===== src/logic/ppm_consts.svh =====
`ifndef PPM_CONSTS_SVH
`define PPM_CONSTS_SVH

// Register byte offsets
`define PPM_OFS_FP_DATA 8'h00
`define PPM_OFS_FP_DIR 8'h04
`define PPM_OFS_FP_PULL 8'h08
`define PPM_OFS_FP_ALT 8'h0c
`define PPM_OFS_SP_DATA 8'h10
`define PPM_OFS_SP_DIR 8'h14
`define PPM_OFS_SP_PULL 8'h18
`define PPM_OFS_SP_ALT 8'h1c
`define PPM_OFS_P3_DATA 8'h20
`define PPM_OFS_P3_ALT 8'h24
`define PPM_OFS_P4_DATA 8'h28
`define PPM_OFS_P4_ALT 8'h2c
`define PPM_OFS_P5_DATA 8'h30
`define PPM_OFS_P5_ALT 8'h34
`define PPM_OFS_P6_DATA 8'h38
`define PPM_OFS_P6_ALT 8'h3c
`define PPM_OFS_PIN_LEVEL 8'h40
`define PPM_OFS_EDGE_CFG 8'h44
`define PPM_OFS_IRQ_STATUS 8'h48
`define PPM_OFS_IRQ_MASK 8'h4c

// Field positions in the edge configuration register
`define PPM_EDGE_A_LSB 0
`define PPM_EDGE_B_LSB 2
`define PPM_PWM_SEL_BIT 4

// Reset values
`define PPM_RST_BYTE 8'h00
`define PPM_RST_OE_N 8'hff
`define PPM_RST_EDGE 2'b00

// First port: pins that the alternate function drives
`define PPM_FP_ALT_DRIVE 8'h80

`endif


===== src/logic/ppm_pkg.sv =====
package ppm_pkg;

  typedef logic [7:0] ppm_byte_t;

  // Valid edge selection of an external interrupt input
  typedef enum logic [1:0] {
    ppm_edge_rise = 2'b00,
    ppm_edge_fall = 2'b01,
    ppm_edge_both = 2'b10,
    ppm_edge_off = 2'b11
  } ppm_edge_e;

  typedef struct packed {
    logic prev;
    logic pulse;
  } ppm_edge_s;

  typedef struct packed {
    ppm_byte_t oe_n;
    ppm_byte_t in_q;
  } ppm_od_s;

  typedef struct packed {
    ppm_byte_t fp_data;
    ppm_byte_t first_port_direction;
    ppm_byte_t first_port_pullup_enable;
    ppm_byte_t fp_alt;
    ppm_byte_t sp_data;
    ppm_byte_t second_port_direction;
    ppm_byte_t second_port_pullup_enable;
    ppm_byte_t sp_alt;
    ppm_byte_t p3_data;
    ppm_byte_t p3_alt;
    ppm_byte_t p4_data;
    ppm_byte_t p4_alt;
    ppm_byte_t p5_data;
    ppm_byte_t p5_alt;
    logic [4:0] p6_data;
    logic [4:0] p6_alt;
    ppm_edge_e mode_a;
    ppm_edge_e mode_b;
    logic pwm_sel;
    logic [1:0] irq_status;
    logic [1:0] irq_mask;
    logic irq;
    logic pready;
    logic pslverr;
    logic [31:0] prdata;
    ppm_byte_t fp_out;
    ppm_byte_t fp_oe_n;
    ppm_byte_t fp_pu;
    ppm_byte_t fp_in_q;
    ppm_byte_t sp_out;
    ppm_byte_t sp_oe_n;
    ppm_byte_t sp_pu;
    ppm_byte_t sp_in_q;
    logic drive_hi;
    logic [23:0] seg_dedicated;
    logic remote_timer_in;
    logic [6:0] conv_channel;
    logic serial_b_clock_in;
    logic serial_a_data_in;
    logic serial_a_clock_in;
    logic event_counter_in;
  } ppm_top_s;

  // Per-bit choice between port value and alternate function value
  function automatic ppm_byte_t ppm_mux(input ppm_byte_t alt, input ppm_byte_t port_v,
                                        input ppm_byte_t per_v);
    return (alt & per_v) | (~alt & port_v);
  endfunction

endpackage


===== src/logic/ppm_top.sv =====
// Function
// [RULE1] Each first-port pin is input or output by its own direction bit.
// [RULE2] First-port input pins get a pull-up only when their pull-up bit is set.
// [RULE3] First-port alternates: irq a, irq b, remote timer, converter 0-3, buzzer.
// [RULE4] Each external interrupt input detects rising, falling or both edges.
// [RULE5] Each second-port pin is input or output by its own direction bit.
// [RULE6] Second-port input pins get a pull-up only when their pull-up bit is set.
// [RULE7] Second-port alternates: serial b clock/data, converter 4-6, serial a.
// [RULE8] Third port is output only; alternate mode carries display outputs 24-31.
// [RULE9] Ports three to six drive only high, otherwise they are released.
// [RULE10] Fourth port is output only; alternate mode carries display outputs 32-39.
// [RULE11] Fifth port is input/output; alternate mode carries display outputs 40-47.
// [RULE12] Sixth port is 5-bit; display 48-52, event counter on 3, pwm on 4.
// [RULE13] Port or alternate mode is selected separately for every single pin.
// [RULE14] Reset is active while low; the outside drives it low.
// [RULE15] Display outputs 0-23 are dedicated pins without port function.
// [RULE16] Alternate mode: peripheral output and enable override; inputs still routed.
//
// Implementation choices: the APB interface to the registers and the placing of the registers.
`timescale 1ns/10ps
`include "ppm_consts.svh"
module ppm_top (
  input wire logic pclk,
  input wire logic presetn,
  input wire logic [7:0] paddr,
  input wire logic psel,
  input wire logic penable,
  input wire logic pwrite,
  input wire logic [31:0] pwdata,
  output logic [31:0] prdata,
  output logic pready,
  output logic pslverr,
  output logic irq,
  input wire ppm_pkg::ppm_byte_t first_port_in,
  output ppm_pkg::ppm_byte_t first_port_out,
  output ppm_pkg::ppm_byte_t first_port_oe_n,
  output ppm_pkg::ppm_byte_t first_port_pullup,
  input wire ppm_pkg::ppm_byte_t second_port_in,
  output ppm_pkg::ppm_byte_t second_port_out,
  output ppm_pkg::ppm_byte_t second_port_oe_n,
  output ppm_pkg::ppm_byte_t second_port_pullup,
  output ppm_pkg::ppm_byte_t third_port_out,
  output ppm_pkg::ppm_byte_t third_port_oe_n,
  output ppm_pkg::ppm_byte_t fourth_port_out,
  output ppm_pkg::ppm_byte_t fourth_port_oe_n,
  input wire ppm_pkg::ppm_byte_t fifth_port_in,
  output ppm_pkg::ppm_byte_t fifth_port_out,
  output ppm_pkg::ppm_byte_t fifth_port_oe_n,
  input wire logic [4:0] sixth_port_in,
  output logic [4:0] sixth_port_out,
  output logic [4:0] sixth_port_oe_n,
  output logic [23:0] display_seg_pin,
  input wire logic [52:0] display_seg_out,
  input wire logic buzzer_out,
  input wire logic serial_b_clock_out,
  input wire logic serial_b_clock_oe,
  input wire logic serial_b_data_out,
  input wire logic serial_a_data_out,
  input wire logic serial_a_clock_out,
  input wire logic serial_a_clock_oe,
  input wire logic pwm_out,
  output logic remote_timer_in,
  output logic [6:0] conv_channel,
  output logic serial_b_clock_in,
  output logic serial_a_data_in,
  output logic serial_a_clock_in,
  output logic event_counter_in
);
  import ppm_pkg::*;

  ppm_top_s s;
  ppm_top_s next_s;
  logic pulse_a;
  logic pulse_b;
  ppm_byte_t p3_oe_n;
  ppm_byte_t p4_oe_n;
  ppm_byte_t p5_oe_n;
  ppm_byte_t p5_in_q;
  ppm_byte_t p6_oe_n;
  ppm_byte_t p6_in_q;
  ppm_byte_t p6_seg;

  // External interrupt edge detectors on first-port bits 0 and 1
  ppm_edge_det u_edge_a (
    .pclk(pclk),
    .presetn(presetn),
    .level(first_port_in[0]),
    .enable(s.fp_alt[0]),
    .mode(s.mode_a),
    .pulse(pulse_a)
  );

  ppm_edge_det u_edge_b (
    .pclk(pclk),
    .presetn(presetn),
    .level(first_port_in[1]),
    .enable(s.fp_alt[1]),
    .mode(s.mode_b),
    .pulse(pulse_b)
  );

  // Pin 4 of the sixth port carries pwm or display segment 52
  assign p6_seg = {3'h0, s.pwm_sel ? pwm_out : display_seg_out[52],
                   display_seg_out[51:48]}; // RULE12

  // Open-drain ports three to six
  ppm_od_port u_port3 (
    .pclk(pclk),
    .presetn(presetn),
    .data(s.p3_data),
    .alt(s.p3_alt),
    .seg(display_seg_out[31:24]),
    .pin_in(`PPM_RST_BYTE),
    .oe_n(p3_oe_n),
    .in_q()
  );

  ppm_od_port u_port4 (
    .pclk(pclk),
    .presetn(presetn),
    .data(s.p4_data),
    .alt(s.p4_alt),
    .seg(display_seg_out[39:32]),
    .pin_in(`PPM_RST_BYTE),
    .oe_n(p4_oe_n),
    .in_q()
  );

  ppm_od_port u_port5 (
    .pclk(pclk),
    .presetn(presetn),
    .data(s.p5_data),
    .alt(s.p5_alt),
    .seg(display_seg_out[47:40]),
    .pin_in(fifth_port_in),
    .oe_n(p5_oe_n),
    .in_q(p5_in_q)
  );

  ppm_od_port u_port6 (
    .pclk(pclk),
    .presetn(presetn),
    .data({3'h0, s.p6_data}),
    .alt({3'h0, s.p6_alt}),
    .seg(p6_seg),
    .pin_in({3'h0, sixth_port_in}),
    .oe_n(p6_oe_n),
    .in_q(p6_in_q)
  );

  // Register access, interrupts and pin multiplexing
  always_comb begin
    logic access;
    logic hit;
    logic [1:0] w1c;
    ppm_byte_t fp_drive;
    ppm_byte_t sp_drive;
    ppm_byte_t sp_per;
    ppm_byte_t wb;
    access = psel & penable & ~s.pready;
    hit = 1'b1;
    w1c = 2'b00;
    fp_drive = 8'h00;
    sp_drive = 8'h00;
    sp_per = 8'h00;
    wb = pwdata[7:0];
    next_s = s;
    next_s.pready = access;
    next_s.pslverr = 1'b0;
    next_s.drive_hi = 1'b1;

    // Address decode, writes and read data
    if (access) begin
      next_s.prdata = 32'h0000_0000;
      case (paddr)
        `PPM_OFS_FP_DATA: begin
          if (pwrite) next_s.fp_data = wb;
          next_s.prdata[7:0] = s.fp_data;
        end
        `PPM_OFS_FP_DIR: begin
          if (pwrite) next_s.first_port_direction = wb; // RULE1
          next_s.prdata[7:0] = s.first_port_direction;
        end
        `PPM_OFS_FP_PULL: begin
          if (pwrite) next_s.first_port_pullup_enable = wb;
          next_s.prdata[7:0] = s.first_port_pullup_enable;
        end
        `PPM_OFS_FP_ALT: begin
          if (pwrite) next_s.fp_alt = wb; // RULE13
          next_s.prdata[7:0] = s.fp_alt;
        end
        `PPM_OFS_SP_DATA: begin
          if (pwrite) next_s.sp_data = wb;
          next_s.prdata[7:0] = s.sp_data;
        end
        `PPM_OFS_SP_DIR: begin
          if (pwrite) next_s.second_port_direction = wb; // RULE5
          next_s.prdata[7:0] = s.second_port_direction;
        end
        `PPM_OFS_SP_PULL: begin
          if (pwrite) next_s.second_port_pullup_enable = wb;
          next_s.prdata[7:0] = s.second_port_pullup_enable;
        end
        `PPM_OFS_SP_ALT: begin
          if (pwrite) next_s.sp_alt = wb; // RULE13
          next_s.prdata[7:0] = s.sp_alt;
        end
        `PPM_OFS_P3_DATA: begin
          if (pwrite) next_s.p3_data = wb;
          next_s.prdata[7:0] = s.p3_data;
        end
        `PPM_OFS_P3_ALT: begin
          if (pwrite) next_s.p3_alt = wb; // RULE13
          next_s.prdata[7:0] = s.p3_alt;
        end
        `PPM_OFS_P4_DATA: begin
          if (pwrite) next_s.p4_data = wb;
          next_s.prdata[7:0] = s.p4_data;
        end
        `PPM_OFS_P4_ALT: begin
          if (pwrite) next_s.p4_alt = wb; // RULE13
          next_s.prdata[7:0] = s.p4_alt;
        end
        `PPM_OFS_P5_DATA: begin
          if (pwrite) next_s.p5_data = wb;
          next_s.prdata[7:0] = s.p5_data;
        end
        `PPM_OFS_P5_ALT: begin
          if (pwrite) next_s.p5_alt = wb; // RULE13
          next_s.prdata[7:0] = s.p5_alt;
        end
        `PPM_OFS_P6_DATA: begin
          if (pwrite) next_s.p6_data = wb[4:0];
          next_s.prdata[4:0] = s.p6_data;
        end
        `PPM_OFS_P6_ALT: begin
          if (pwrite) next_s.p6_alt = wb[4:0]; // RULE13
          next_s.prdata[4:0] = s.p6_alt;
        end
        `PPM_OFS_PIN_LEVEL: begin
          next_s.prdata[28:0] = {p6_in_q[4:0], p5_in_q, s.sp_in_q, s.fp_in_q};
        end
        `PPM_OFS_EDGE_CFG: begin
          if (pwrite) begin
            next_s.mode_a = ppm_edge_e'(pwdata[`PPM_EDGE_A_LSB +: 2]); // RULE4
            next_s.mode_b = ppm_edge_e'(pwdata[`PPM_EDGE_B_LSB +: 2]); // RULE4
            next_s.pwm_sel = pwdata[`PPM_PWM_SEL_BIT];
          end
          next_s.prdata[`PPM_EDGE_A_LSB +: 2] = s.mode_a;
          next_s.prdata[`PPM_EDGE_B_LSB +: 2] = s.mode_b;
          next_s.prdata[`PPM_PWM_SEL_BIT] = s.pwm_sel;
        end
        `PPM_OFS_IRQ_STATUS: begin
          if (pwrite) w1c = pwdata[1:0];
          next_s.prdata[1:0] = s.irq_status;
        end
        `PPM_OFS_IRQ_MASK: begin
          if (pwrite) next_s.irq_mask = pwdata[1:0];
          next_s.prdata[1:0] = s.irq_mask;
        end
        default: begin
          hit = 1'b0;
        end
      endcase
      next_s.pslverr = ~hit;
    end

    // Sticky status, new edge wins over a clear in the same cycle
    next_s.irq_status = (s.irq_status & ~w1c) | {pulse_b, pulse_a}; // RULE4
    next_s.irq = |(next_s.irq_status & next_s.irq_mask);

    // First port pad: alternate output overrides data and direction
    fp_drive = ppm_mux(s.fp_alt, s.first_port_direction, `PPM_FP_ALT_DRIVE); // RULE16
    next_s.fp_out = ppm_mux(s.fp_alt, s.fp_data, {buzzer_out, 7'h00}); // RULE3
    next_s.fp_oe_n = ~fp_drive; // RULE1
    next_s.fp_pu = s.first_port_pullup_enable & ~fp_drive; // RULE2
    next_s.fp_in_q = first_port_in;

    // Second port pad: serial drivers override in alternate mode
    sp_per = {serial_a_clock_out, 1'b0, serial_a_data_out, 3'h0,
              serial_b_data_out, serial_b_clock_out}; // RULE7
    sp_drive = ppm_mux(s.sp_alt, s.second_port_direction,
                       {serial_a_clock_oe, 1'b0, 1'b1, 3'h0, 1'b1,
                        serial_b_clock_oe}); // RULE16
    next_s.sp_out = ppm_mux(s.sp_alt, s.sp_data, sp_per); // RULE7
    next_s.sp_oe_n = ~sp_drive; // RULE5
    next_s.sp_pu = s.second_port_pullup_enable & ~sp_drive; // RULE6
    next_s.sp_in_q = second_port_in;

    // Inputs routed to the peripherals whatever the pin mode
    next_s.remote_timer_in = first_port_in[2]; // RULE3
    next_s.conv_channel = {second_port_in[4:2], first_port_in[6:3]}; // RULE7
    next_s.serial_b_clock_in = second_port_in[0]; // RULE7
    next_s.serial_a_data_in = second_port_in[6]; // RULE7
    next_s.serial_a_clock_in = second_port_in[7]; // RULE16
    next_s.event_counter_in = sixth_port_in[3]; // RULE12

    // Dedicated display outputs
    next_s.seg_dedicated = display_seg_out[23:0]; // RULE15
  end

  // State register, reset while presetn is low
  always_ff @(posedge pclk or negedge presetn) begin
    if (!presetn) begin // RULE14
      s <= '0;
      s.fp_oe_n <= `PPM_RST_OE_N;
      s.sp_oe_n <= `PPM_RST_OE_N;
      s.mode_a <= ppm_edge_e'(`PPM_RST_EDGE);
      s.mode_b <= ppm_edge_e'(`PPM_RST_EDGE);
    end else begin
      s <= next_s;
    end
  end

  // Bus and interrupt outputs
  assign prdata = s.prdata;
  assign pready = s.pready;
  assign pslverr = s.pslverr;
  assign irq = s.irq;

  // Bidirectional port pads
  assign first_port_out = s.fp_out;
  assign first_port_oe_n = s.fp_oe_n;
  assign first_port_pullup = s.fp_pu;
  assign second_port_out = s.sp_out;
  assign second_port_oe_n = s.sp_oe_n;
  assign second_port_pullup = s.sp_pu;

  // Open-drain pads drive high only
  assign third_port_out = {8{s.drive_hi}}; // RULE9
  assign third_port_oe_n = p3_oe_n; // RULE8
  assign fourth_port_out = {8{s.drive_hi}}; // RULE9
  assign fourth_port_oe_n = p4_oe_n; // RULE10
  assign fifth_port_out = {8{s.drive_hi}}; // RULE9
  assign fifth_port_oe_n = p5_oe_n; // RULE11
  assign sixth_port_out = {5{s.drive_hi}}; // RULE9
  assign sixth_port_oe_n = p6_oe_n[4:0]; // RULE12

  // Peripheral-facing outputs
  assign display_seg_pin = s.seg_dedicated;
  assign remote_timer_in = s.remote_timer_in;
  assign conv_channel = s.conv_channel;
  assign serial_b_clock_in = s.serial_b_clock_in;
  assign serial_a_data_in = s.serial_a_data_in;
  assign serial_a_clock_in = s.serial_a_clock_in;
  assign event_counter_in = s.event_counter_in;
endmodule


===== src/logic/ppm_edge_det.sv =====
`timescale 1ns/10ps
module ppm_edge_det (
  input wire logic pclk,
  input wire logic presetn,
  input wire logic level,
  input wire logic enable,
  input wire ppm_pkg::ppm_edge_e mode,
  output logic pulse
);
  import ppm_pkg::*;

  ppm_edge_s s;
  ppm_edge_s next_s;

  // Edge selection per mode
  always_comb begin
    logic rise;
    logic fall;
    rise = level & ~s.prev;
    fall = ~level & s.prev;
    next_s.prev = level;
    unique case (mode)
      ppm_edge_rise: next_s.pulse = enable & rise;
      ppm_edge_fall: next_s.pulse = enable & fall;
      ppm_edge_both: next_s.pulse = enable & (rise | fall);
      ppm_edge_off: next_s.pulse = 1'b0;
    endcase
  end

  // State register
  always_ff @(posedge pclk or negedge presetn) begin
    if (!presetn) begin
      s <= '0;
    end else begin
      s <= next_s;
    end
  end

  assign pulse = s.pulse;
endmodule


===== src/logic/ppm_od_port.sv =====
`timescale 1ns/10ps
module ppm_od_port (
  input wire logic pclk,
  input wire logic presetn,
  input wire ppm_pkg::ppm_byte_t data,
  input wire ppm_pkg::ppm_byte_t alt,
  input wire ppm_pkg::ppm_byte_t seg,
  input wire ppm_pkg::ppm_byte_t pin_in,
  output ppm_pkg::ppm_byte_t oe_n,
  output ppm_pkg::ppm_byte_t in_q
);
  import ppm_pkg::*;

  ppm_od_s s;
  ppm_od_s next_s;

  // P-channel pin: drives high on a one, released on a zero
  always_comb begin
    next_s.oe_n = ~ppm_mux(alt, data, seg);
    next_s.in_q = pin_in;
  end

  // State register
  always_ff @(posedge pclk or negedge presetn) begin
    if (!presetn) begin
      s.oe_n <= `PPM_RST_OE_N;
      s.in_q <= `PPM_RST_BYTE;
    end else begin
      s <= next_s;
    end
  end

  assign oe_n = s.oe_n;
  assign in_q = s.in_q;
endmodule


===== config.mk =====
export PLATFORM = sky130hd
export DESIGN_NAME = ppm_top
export DESIGN_NICKNAME = d
export VERILOG_FILES = /design/src/logic/ppm_pkg.sv /design/src/logic/ppm_top.sv /design/src/logic/ppm_edge_det.sv /design/src/logic/ppm_od_port.sv
export VERILOG_INCLUDE_DIRS = /design/src /design/src/logic
export SDC_FILE = /design/constraint.sdc
export NUM_CORES = 1
export LEC_CHECK = 0
export ABC_AREA = 1
export BUFFER_PORTS_ARGS = -buffer_cell sky130_fd_sc_hd__buf_2
export CAP_MARGIN = 20
export CORE_ASPECT_RATIO = 1.2
export CORE_MARGIN = 3
export CORE_UTILIZATION = 40
export DETAILED_ROUTE_END_ITERATION = 8
export SYNTH_ARGS = -nofsm -noshare
export SYNTH_HDL_FRONTEND = slang
export SYNTH_SLANG_ARGS = --single-unit

===== constraint.sdc =====
create_clock -name pclk -period 2 [get_ports pclk]
set_input_delay 0.4 -clock pclk [delete_from_list [all_inputs] [get_ports pclk]]
set_output_delay 0.4 -clock pclk [all_outputs]
set_load 0.02 [all_outputs]

==> results.json <==
{
  "status": "finished, final reports clean",
  "die_y_microns": 201.5,
  "crit_family": "flip-flops",
  "wire_per_inst_microns": 18.11,
  "critical_path_class": "reg -> out",
  "slew_viol_final": 0,
  "hpwl_mm": 26.52,
  "setup_ws_ns": 0.2240,
  "area_growth_pct": 22.79,
  "synth_top_family_by_area": "simple AND/OR/NAND/NOR gates",
  "die_area_sq_um": 34040,
  "fmax_mhz": 563.1,
  "drt-vias-per-instance": 4.843,
  "crit_chain": "buf_2",
  "slowest_stage": "dfrtp_2",
  "final_cell_mix": "nand2_1, buf_2, dfrtp_1, o21ai_0, nand3_1",
  "synth_xor_area_frac": 0,
  "cts_made_buffers": 31,
  "largest_reg_flops": 140,
  "via_count": 9787,
  "setup_viol": 0,
  "first_global_vias": 9997,
  "synthMuxAreaShare": 0.02710,
  "crit_path_start_kind": "register",
  "critical_path_buf_inv_count": 1,
  "stdcell_area_sq_um": 15650,
  "overflow": 0,
  "worst_clock_skew_ns": 0.007995,
  "critPathCaptureType": "output pin",
  "gp_routability_congestion": 0.9060,
  "grt_usage": 0.2135,
  "finalPower_mw": 12.65,
  "initial_core_util": 0.4121,
  "synthAdderAreaFrac": 0.009819,
  "synthSimpleGateAreaFrac": 0.1931,
  "netlist_area_sq_um": 12740,
  "grt_start_max_net_pins": 60,
  "clk_pin_slew_ns": 0.06,
  "clk_path_buf_depth": 3,
  "die_w_microns": 168.9,
  "wl_mm": 36.59,
  "fin_nets": 1745,
  "grt_pass1_wl_mm": 57.24,
  "critical_path_required_ns": 1.60,
  "rsz0062_at_grt": "no",
  "port_buffers": 284,
  "regMostFlops": "s",
  "arrival_ns": 1.38,
  "finalHoldViolCount": 0,
  "yosysSeqAreaShare": 0.5857,
  "ant_nets": 0,
  "cts_sinks": 296,
  "synthCells": 1330,
  "synth_compound_area_frac": 0.06766,
  "h-tree-depth": 1,
  "hold_path_class": "in -> reg",
  "drt_iter0_markers": 546,
  "yosysWarnings": 0,
  "antenna_found_initial": 1,
  "drv_cap": 0,
  "boundaryPins": 312,
  "final_common_cell": "nand2_1",
  "cts_tree": "yes",
  "drc": 0,
  "dp_slack_ns": -0.07953,
  "relSlewSlack": 0.4738,
  "ir_worst_vdd_mv": 0.7297,
  "p_leak_nw": 7.859,
  "period_share": 0.8880,
  "first_pass_iters": 5,
  "rows": 70,
  "p_per_area_nw_per_um2": 808.7,
  "drive_above_1_share": 0.2831,
  "period_needed_ns": 1.776,
  "cts-root-buf": "clkbuf_16",
  "cp_max_fo": 29,
  "tightestPinTransition_ns": 0.7884,
  "critPathMaxStageDelay_ns": 0.58,
  "clock_latency_ns": 0.56,
  "synth-seq-cells": 296,
  "synth.avg_cell_area_sq_um": 9.581,
  "fill_cells": 2930,
  "diodes": 0,
  "synth_cell_types": 33,
  "placed_area_sq_um": 13830,
  "core_sq_um": 30920
}
where the power goes:
group	leakage (nW)	internal, mW	switching (mW)
sequential	3.84	6.12	0.0790
combinational	3.54	0.347	0.537
clock	0.478	3.28	2.29
kinds of logic (layout without fill, tap and decap cells):
kind of cell	after synthesis	count (layout)
mux	34	34
fa+ha+maj	10	10
buf+inv	245	538
simple gates	581	581
compound gates	162	162
other cells	2	4
flops	296	296
cell type report:
class	instances	area [sq um]	area share
Multi-Input combinational cell	791	3809	0.2434
Inverter	67	252.7	0.01615
Tap cell	396	495.5	0.03167
Timing Repair Buffer	413	2645	0.1691
Clock buffer	51	890.9	0.05694
Clock inverter	7	88.84	0.005678
Sequential cell	296	7465	0.4771
cell usage after synthesis:
library cell	number	area, sq um
inv_1	62	232.7
nor3_1	4	20.02
clkinv_2	1	5.000
dfrtp_1	251	6281
nand2_2	10	62.56
o21bai_1	5	37.54
o21ai_1	11	55.05
o21ai_0	129	645.6
a21boi_0	10	75.07
nor2_2	12	75.07
conb_1	2	7.510
nor3b_1	2	15.01
dfstp_2	45	1182
clkbuf_1	16	60.06
and2_1	2	12.51
o31ai_1	2	15.01
buf_1	1	3.750
nor2_1	63	236.5
a31oi_1	1	6.260
mux2i_1	30	300.3
ha_1	10	125.1
clkinv_1	1	3.750
a221oi_1	2	17.52
nor2_4	9	101.4
buf_2	19	95.09
nand3_2	3	30.03
nand3_1	91	455.4
nand2_1	382	1434
a21oi_1	2	10.01
inv_2	3	11.26
buf_4	142	1066
mux2_2	4	45.04
nor4_1	3	18.77
repair_timing:
item	in CTS	in global routing
setup buffers	0	0
gates resized for setup	1	0
endpoints found under the hold margin	118	0
hold buffers	83	0
endpoints found under the setup margin	29	0
final timing paths:
path                                     from             endpoint  slack (ns)  cells after the start
setup / recovery            fifth_port_out[0]    sixth_port_out[3]        0.22                      1
setup reg to reg                       pready               s[240]        0.29                      6
hold / removal             serial_a_clock_out   second_port_out[7]        0.05                      3
hold reg to reg                        s[185]      u_port4.oe_n[6]        0.46                      1
min in group asynchronous             presetn   second_port_out[5]        0.35                      2
max in group asynchronous             presetn  second_port_oe_n[1]        0.92                      3
routing by layer:
metal / vias to the layer above / wire length [microns] / global-route usage
li1: 4666 / - / -
met5: - / 7 / 0
met4: 2 / 974 / 0.05875
met3: 60 / 1992 / 0.03242
met2: 325 / 18980 / 0.3868
met1: 4734 / 14630 / 0.2637
metrics by stage:
stage | utilization | cells | hold slack, ns | TNS [ns]
2_1_floorplan | - | 1332 | 0.1044 | 0
3_3_place_gp | 0.4475 | 1880 | 0.3581 | -0.2157
3_5_place_dp | 0.4475 | 1880 | 0.3519 | -0.7528
4_1_cts | 0.5061 | 2021 | 0.02723 | 0
5_1_grt | 0.5061 | 2021 | 0.05112 | 0
6_report | 0.5061 | 2021 | 0.04649 | 0
Note: power is estimated with default switching activity, not from simulation.
